[src/hw/dmc_map.svh]
// register map and field constants for the dram mode-control block
`ifndef DMC_MAP_SVH
`define DMC_MAP_SVH
`define DMC_MODE_OFFSET 8'h7c
`define DMC_MODE_RESET 32'h0000_0008
`define DMC_REV_HI 31
`define DMC_REV_LO 30
`define DMC_INIT_BIT 29
`define DMC_PDN_BIT 28
`define DMC_RETRY_BIT 27
`define DMC_OVL_BIT 26
`define DMC_WAP_HI 25
`define DMC_WAP_LO 24
`define DMC_RAP_HI 23
`define DMC_RAP_LO 22
`define DMC_INT_HI 21
`define DMC_INT_LO 20
`define DMC_RSV_HI 19
`define DMC_RSV_LO 11
`define DMC_LOW_HI 10
`define DMC_LOW_LO 0
`define DMC_WRITE_MASK 32'h3ff0_07ff
`define DMC_ROW_PAIRS 4
`endif

[src/hw/dmc_pkg.sv]
// types shared by the dram mode-control block
package dmc_pkg;
  typedef enum logic [1:0] {
    DMC_AP_SMART = 2'b00,
    DMC_AP_ALWAYS = 2'b01,
    DMC_AP_NEVER = 2'b10,
    DMC_AP_RSVD = 2'b11
  } dmc_ap_t;
  typedef enum logic [1:0] {
    DMC_ECC_NONE = 2'b00,
    DMC_ECC_72 = 2'b01,
    DMC_ECC_CHIPFAIL = 2'b10,
    DMC_ECC_RSVD = 2'b11
  } dmc_ecc_t;
  typedef enum logic [1:0] {
    DMC_RD_IDLE = 2'b00,
    DMC_RD_WAIT = 2'b01,
    DMC_RD_RETRY = 2'b10,
    DMC_RD_WAIT2 = 2'b11
  } dmc_rd_t;
endpackage : dmc_pkg

[src/hw/dmc_mode_ctrl.sv]
// dram controller mode register and the mode logic it steers
//
// Notes on behaviour
// - bits 31:30 format revision are read-only, always read zero.
// - init done flag bit 29 resets to zero, only stored, firmware sets it.
// - with power-down enabled, a row pair with all banks closed enters power-down.
// - any access to a powered-down row pair brings it out of power-down.
// - power-down entry and exit are done by driving the row pair cke pins.
// - retry enabled with ecc on: a read with a double error is reissued exactly once.
// - overlap enable allows activates before a column command completes.
// - bits 25:24 pick the write auto-precharge policy.
// - bits 23:22 pick the read auto-precharge policy.
// - bits 21:20 pick no ecc, 72-bit ecc or chip-fail ecc.
// - no-ecc mode: no correction and nothing logged to error logs.
// - chip-fail ecc on a single channel acts as 72-bit ecc.
`timescale 1ns/1ns
`include "dmc_map.svh"
module dmc_mode_ctrl
  import dmc_pkg::*;
(
  input wire logic clock_in,
  input wire logic rst_b_in,
  // configuration space access
  input wire logic cfg_wr_in,
  input wire logic cfg_rd_in,
  input wire logic [7:0] cfg_addr_in,
  input wire logic [3:0] cfg_be_in,
  input wire logic [31:0] cfg_wdata_in,
  output logic [31:0] cfg_rdata_out,
  output logic cfg_hit_out,
  // per row-pair bank state from the scheduler
  input wire logic [`DMC_ROW_PAIRS-1:0] pair_all_closed_in,
  input wire logic [`DMC_ROW_PAIRS-1:0] pair_access_in,
  output logic [`DMC_ROW_PAIRS-1:0] cke_out,
  // read path
  input wire logic single_channel_in,
  input wire logic rd_issue_in,
  input wire logic rd_done_in,
  input wire logic rd_double_err_in,
  input wire logic rd_single_err_in,
  output logic rd_reissue_out,
  output logic rd_fail_out,
  output logic ecc_correct_en_out,
  output logic first_error_log_out,
  output logic next_error_log_out,
  // scheduler policy
  input wire logic col_busy_in,
  output logic act_allow_out,
  output dmc_ap_t wr_ap_mode_out,
  output dmc_ap_t rd_ap_mode_out,
  output dmc_ecc_t ecc_mode_out,
  output logic init_done_flag_out
);

  logic [31:0] mode_q;
  logic [31:0] next_mode;
  logic [31:0] byte_mask;
  logic [31:0] next_rdata;
  logic [`DMC_ROW_PAIRS-1:0] cke_q;
  logic [`DMC_ROW_PAIRS-1:0] next_cke;
  dmc_rd_t rd_q;
  dmc_rd_t next_rd;
  logic reissue_q;
  logic next_reissue;
  logic fail_q;
  logic next_fail;
  logic logged_q;
  logic next_logged;
  logic first_q;
  logic next_first;
  logic nextlog_q;
  logic next_nextlog;
  logic any_err;
  logic reg_hit;
  dmc_ecc_t eff_ecc;

  assign reg_hit = cfg_addr_in == `DMC_MODE_OFFSET;

  // byte enables widened to a bit mask
  genvar gb;
  generate
    for (gb = 0; gb < 4; gb++)
    begin : g_be
      assign byte_mask[gb*8 +: 8] = {8{cfg_be_in[gb]}};
    end
  endgenerate

  // register write; revision and reserved bits are outside the write mask
  always_comb
  begin
    next_mode = mode_q;
    next_rdata = 32'h0000_0000;
    if (cfg_wr_in && reg_hit)
    begin
      next_mode = (mode_q & ~(byte_mask & `DMC_WRITE_MASK))
                | (cfg_wdata_in & byte_mask & `DMC_WRITE_MASK);
    end
    if (cfg_rd_in && reg_hit)
    begin
      next_rdata = mode_q & `DMC_WRITE_MASK;
    end
  end

  always_ff @(posedge clock_in)
  begin
    if (!rst_b_in)
    begin
      mode_q <= `DMC_MODE_RESET;
      cfg_rdata_out <= 32'h0000_0000;
    end
    else
    begin
      mode_q <= next_mode;
      cfg_rdata_out <= next_rdata;
    end
  end

  assign cfg_hit_out = (cfg_rd_in | cfg_wr_in) & reg_hit;

  // decoded mode fields
  assign init_done_flag_out = mode_q[`DMC_INIT_BIT];
  assign wr_ap_mode_out = dmc_ap_t'(mode_q[`DMC_WAP_HI:`DMC_WAP_LO]);
  assign rd_ap_mode_out = dmc_ap_t'(mode_q[`DMC_RAP_HI:`DMC_RAP_LO]);

  // chip-fail needs both channels, so fall back when one is missing
  always_comb
  begin
    eff_ecc = dmc_ecc_t'(mode_q[`DMC_INT_HI:`DMC_INT_LO]);
    if (eff_ecc == DMC_ECC_CHIPFAIL && single_channel_in)
    begin
      eff_ecc = DMC_ECC_72;
    end
  end
  assign ecc_mode_out = eff_ecc;
  assign ecc_correct_en_out = eff_ecc != DMC_ECC_NONE;

  // activates may overlap a busy column only when allowed
  assign act_allow_out = mode_q[`DMC_OVL_BIT] | ~col_busy_in;

  // cke per row pair: drop when idle with power-down enabled, raise on any access or with power-down disabled
  always_comb
  begin
    for (int i = 0; i < `DMC_ROW_PAIRS; i++)
    begin
      next_cke[i] = cke_q[i];
      if (pair_access_in[i] || !mode_q[`DMC_PDN_BIT])
      begin
        next_cke[i] = 1'b1;
      end
      else if (pair_all_closed_in[i])
      begin
        next_cke[i] = 1'b0;
      end
    end
  end

  always_ff @(posedge clock_in)
  begin
    if (!rst_b_in)
    begin
      cke_q <= {`DMC_ROW_PAIRS{1'b1}};
    end
    else
    begin
      cke_q <= next_cke;
    end
  end
  assign cke_out = cke_q;

  // read retry: one reissue after a double error, a second failure is final
  assign any_err = rd_double_err_in | rd_single_err_in;
  always_comb
  begin
    next_rd = rd_q;
    next_reissue = 1'b0;
    next_fail = 1'b0;
    unique case (rd_q)
      DMC_RD_IDLE:
      begin
        if (rd_issue_in)
        begin
          next_rd = DMC_RD_WAIT;
        end
      end
      DMC_RD_WAIT:
      begin
        if (rd_done_in)
        begin
          if (rd_double_err_in && eff_ecc != DMC_ECC_NONE && mode_q[`DMC_RETRY_BIT])
          begin
            next_rd = DMC_RD_RETRY;
            next_reissue = 1'b1;
          end
          else
          begin
            next_rd = DMC_RD_IDLE;
            next_fail = rd_double_err_in && eff_ecc != DMC_ECC_NONE;
          end
        end
      end
      DMC_RD_RETRY:
      begin
        next_rd = DMC_RD_WAIT2;
      end
      DMC_RD_WAIT2:
      begin
        if (rd_done_in)
        begin
          next_rd = DMC_RD_IDLE;
          next_fail = rd_double_err_in && eff_ecc != DMC_ECC_NONE;
        end
      end
    endcase
  end

  // error logging: first error latches, later ones go to next log
  always_comb
  begin
    next_logged = logged_q;
    next_first = 1'b0;
    next_nextlog = 1'b0;
    if (rd_done_in && any_err && eff_ecc != DMC_ECC_NONE)
    begin
      next_first = !logged_q;
      next_nextlog = logged_q;
      next_logged = 1'b1;
    end
  end

  always_ff @(posedge clock_in)
  begin
    if (!rst_b_in)
    begin
      rd_q <= DMC_RD_IDLE;
      reissue_q <= 1'b0;
      fail_q <= 1'b0;
      logged_q <= 1'b0;
      first_q <= 1'b0;
      nextlog_q <= 1'b0;
    end
    else
    begin
      rd_q <= next_rd;
      reissue_q <= next_reissue;
      fail_q <= next_fail;
      logged_q <= next_logged;
      first_q <= next_first;
      nextlog_q <= next_nextlog;
    end
  end
  assign rd_reissue_out = reissue_q;
  assign rd_fail_out = fail_q;
  assign first_error_log_out = first_q;
  assign next_error_log_out = nextlog_q;

  // checks
  rev_zero_a: assert property (@(posedge clock_in) disable iff (!rst_b_in)
    $past(cfg_rd_in && reg_hit) |-> cfg_rdata_out[`DMC_REV_HI:`DMC_REV_LO] == 2'b00)
    else $error("revision field read nonzero");
  rsv_zero_a: assert property (@(posedge clock_in) disable iff (!rst_b_in)
    mode_q[`DMC_RSV_HI:`DMC_RSV_LO] == 9'h000)
    else $error("reserved bits stored");
  init_store_a: assert property (@(posedge clock_in) disable iff (!rst_b_in)
    cfg_wr_in && reg_hit && cfg_be_in[3]
      |=> init_done_flag_out == $past(cfg_wdata_in[`DMC_INIT_BIT]))
    else $error("init flag not stored");
  pdn_enter_a: assert property (@(posedge clock_in) disable iff (!rst_b_in)
    mode_q[`DMC_PDN_BIT] && pair_all_closed_in[0] && !pair_access_in[0] |=> !cke_out[0])
    else $error("idle pair not powered down");
  pdn_off_a: assert property (@(posedge clock_in) disable iff (!rst_b_in)
    !mode_q[`DMC_PDN_BIT] |=> cke_out == {`DMC_ROW_PAIRS{1'b1}})
    else $error("power-down used while disabled");
  pdn_exit_a: assert property (@(posedge clock_in) disable iff (!rst_b_in)
    pair_access_in[0] |=> cke_out[0])
    else $error("accessed pair stayed down");
  retry_once_a: assert property (@(posedge clock_in) disable iff (!rst_b_in)
    rd_reissue_out |=> !rd_reissue_out [*2])
    else $error("read reissued twice");
  no_retry_a: assert property (@(posedge clock_in) disable iff (!rst_b_in)
    !mode_q[`DMC_RETRY_BIT] |=> !rd_reissue_out)
    else $error("retry with retry disabled");
  overlap_a: assert property (@(posedge clock_in) disable iff (!rst_b_in)
    !mode_q[`DMC_OVL_BIT] && col_busy_in |-> !act_allow_out)
    else $error("overlap while disabled");
  fallback_a: assert property (@(posedge clock_in) disable iff (!rst_b_in)
    single_channel_in |-> ecc_mode_out != DMC_ECC_CHIPFAIL)
    else $error("chip-fail on single channel");
  nolog_a: assert property (@(posedge clock_in) disable iff (!rst_b_in)
    ecc_mode_out == DMC_ECC_NONE |=> !first_error_log_out && !next_error_log_out)
    else $error("error logged in no-ecc mode");

endmodule : dmc_mode_ctrl

[config.mk]
export PLATFORM = sky130hd
export DESIGN_NAME = dmc_mode_ctrl
export DESIGN_NICKNAME = d
export VERILOG_FILES = /design/src/hw/dmc_pkg.sv /design/src/hw/dmc_mode_ctrl.sv
export VERILOG_INCLUDE_DIRS = /design/src /design/src/hw
export SDC_FILE = /design/constraint.sdc
export NUM_CORES = 1
export LEC_CHECK = 0
export BUFFER_PORTS_ARGS = -buffer_cell sky130_fd_sc_hd__buf_2
export CORE_MARGIN = 4
export CORE_UTILIZATION = 30
export CTS_BUF_LIST = sky130_fd_sc_hd__clkbuf_8
export DETAILED_ROUTE_END_ITERATION = 6
export PLACE_DENSITY = 0.65
export SLEW_MARGIN = 20
export SYNTH_ARGS = -nofsm -noshare
export SYNTH_HDL_FRONTEND = slang
export SYNTH_SLANG_ARGS = --single-unit
[constraint.sdc]
create_clock -name clock_in -period 1.1 [get_ports clock_in]
set_input_delay 0.11 -clock clock_in [delete_from_list [all_inputs] [get_ports clock_in]]
set_output_delay 0.11 -clock clock_in [all_outputs]
set_load 0.05 [all_outputs]
==> results_dict.tcl <==
set metrics [dict create \
    status "finished with violations" \
    violations "negative setup slack" \
    syn_area_per_cell_um2 10.1 \
    timing.final.crit_share_pct 112 \
    cp.depth 3 \
    crit_required_ps 990 \
    cp_top_family "flip-flops" \
    port_buffers 89 \
    cts.sink_count 53 \
    crit_chain "buf_6, or2_4, buf_8" \
    drtIter0Drc 41 \
    cp_slowest_cell "dfxtp_2" \
    cts_buffers 5 \
    start_kind "register" \
    rows 29 \
    area_growth_pct 38.3 \
    h-tree-depth 2 \
    diodes 0 \
    fin_crit_ps 1230 \
    layout.nets 362 \
    start_util_pct 31.3 \
    ir_drop_v 0.000561 \
    dpl_cell_area_um2 2590 \
    layout-drive-gt1-share_pct 40.7 \
    max_clock_freq_mhz 815 \
    leakagePower_nw 1.35 \
    cts-root-buf "clkbuf_8" \
    final_area_um2 2800 \
    end_kind "output port" \
    drc_errors 0 \
    synth_top_cell_by_area "dfxtp_1" \
    n_fill_cell 649 \
    dp.final_hpwl_um 3410 \
    die-area_um2 8120 \
    die_y_um 90.1 \
    cp-endpoint "ecc_correct_en_out" \
    ios 112 \
    met1_length_um 1810 \
    dr_wl_met3_um 418 \
    grt_pass1_vias 1643 \
    route.met2.wl_um 2190 \
    whs_path_depth 2 \
    critical_path_class "register to output port" \
    final-hold-violation-count 0 \
    tritoncts "done" \
    setup_viol 3 \
    regArea_um2 1070 \
    grt_usage_pct 11.1 \
    routabilityCongestion 0.744 \
    routed.top_layer "met4" \
    fp.coreArea_um2 6460 \
    reg2regPathDepth 5 \
    multi_input_area_um2 881 \
    p_per_area_nw_per_um2 1180 \
    synth_top_area_share_pct 52.4 \
    grt.overflow.total 0 \
    wl_per_cell_um 11.9 \
    rrSetupSlack_ps 40 \
    ant_nets 0 \
    drt_pass1_iterations 5 \
    async_flop_share_pct 0 \
    synthCells 201 \
    slew_viol_final 0 \
    critPathBufInv 2 \
    r2r-end "next_error_log_out" \
    fin_util_pct 43.3 \
    cp_max_fo 4 \
    grt_max_degree 25 \
    ys_ff_latch 53 \
    synth_edf_count 0 \
    netlist-cell-type-count 33 \
    synth-seq-area-share_pct 52.4 \
    viasPerCell 4.36 \
    clock_path_buffers 2 \
    fin_ws_ps -128 \
    synth_commonest_cells "dfxtp_1, nand2_1, and2_1, mux2i_1, buf_4" \
    worstPathArrival_ps 1120 \
    fin_skew_ps 5.72 \
    ys.warnings.count 0 \
    syn_area_um2 2020 \
    vias 1643 \
    rsz0062_at_grt "yes" \
    grt_pass1_wl_um 7460 \
    total_power_mw 3.31 \
    drv_cap 0 \
    post-place-ws_ps -86.1 \
    critical-path-max-stage-delay_ps 330 \
    yosys.cell_count.top_type "dfxtp_1" \
    hold_class "primary input to register" \
    clk_pin_slew_ps 90 \
    whs_ps 16.1 \
    netlist_top_cells_area "dfxtp_1, mux2i_1, nand2_1" \
    synth_flop_cell "dfxtp_1" \
    worst_skew_pair.late_latency_ps 300 \
    postRouteWirelength_um 4470 \
    antenna_found_initial 0 \
    die_w_um 90.1 \
]
-- cell type report --
cell class                      instances  share of cell area, %
Clock buffer                            6                   2.95
Inverter                                5                  0.671
Clock inverter                          1                  0.268
Sequential cell                        53                   38.1
Timing Repair Buffer                  104                   23.1
Tap cell                               77                   3.44
Multi-Input combinational cell        131                   31.5
-- cell families after synthesis --
group	share of synthesized area, %
AOI/OAI and AO/OA	4.45
buffers and inverters	7.98
DFF	52.4
muxes	10.4
other	0.185
and+or+nand+nor	24.6
-- layout by cell type, fill, tap and decap left out, types with 3 or more instances in the layout --
master         synthesis  routed
buf_2                  1      82
dfxtp_1               53      51
nand2_1               46      45
and2_1                21      21
mux2i_1               21      21
conb_1                 1      11
buf_4                 15       8
clkbuf_8               0       6
inv_1                  5       5
a211o_1                4       4
nor2_1                 3       3
nor3_4                 2       3
dlygate4sd3_1          0       3
clkbuf_4               0       3
buf_6                  0       3
buf_12                 0       3
-- worst reg2reg max path: stages (launching register included) --
cell and delay, ps:
dfxtp_2 330, buf_4 130, o21ai_4 170, buf_6 130, nor2_1 40, and2_1 160
-- layer usage --
metal	vias up	track usage [%]
li1	827	-
met5	-	0
met2	70	19.7
met3	6	4.09
met1	740	12.4
met4	0	3.06
-- through the flow --
stage | setup TNS (ps) | cells
floorplan | 0 | 211
global placement | -1420 | 365
detailed placement | -1750 | 365
CTS | -264 | 377
global route | -422 | 377
finish | -229 | 377
-- power by group --
part / internal, mW / switching [mW]
clock network: 0.499 / 0.601
logic: 0.106 / 0.185
registers: 1.92 / 0.00302
-- how the worst min path moves through the flow --
| stage | from | endpoint | slack, ps |
|---|---|---|---|
| 3_5_place_dp | pair_access_in[2] | cke_out[2] | 300 |
| 5_1_grt | pair_access_in[1] | cke_out[1] | 20 |
| 6_report | pair_access_in[1] | cke_out[1] | 20 |
| 4_1_cts | pair_access_in[1] | cke_out[1] | 8 |
| 3_3_place_gp | pair_access_in[2] | cke_out[2] | 290 |
| 2_1_floorplan | pair_access_in[0] | cke_out[0] | 210 |
-- timing repair --
| action | 4_1_cts | 5_1_grt |
|---|---|---|
| setup buffers | 2 | 0 |
| hold endpoints to repair | 3 | 0 |
| pin swaps | 1 | 0 |
| hold buffers | 3 | 0 |
| gates resized for setup | 13 | 9 |
| setup endpoints to repair | 5 | 9 |
Note: power is estimated with default switching activity, not from simulation.
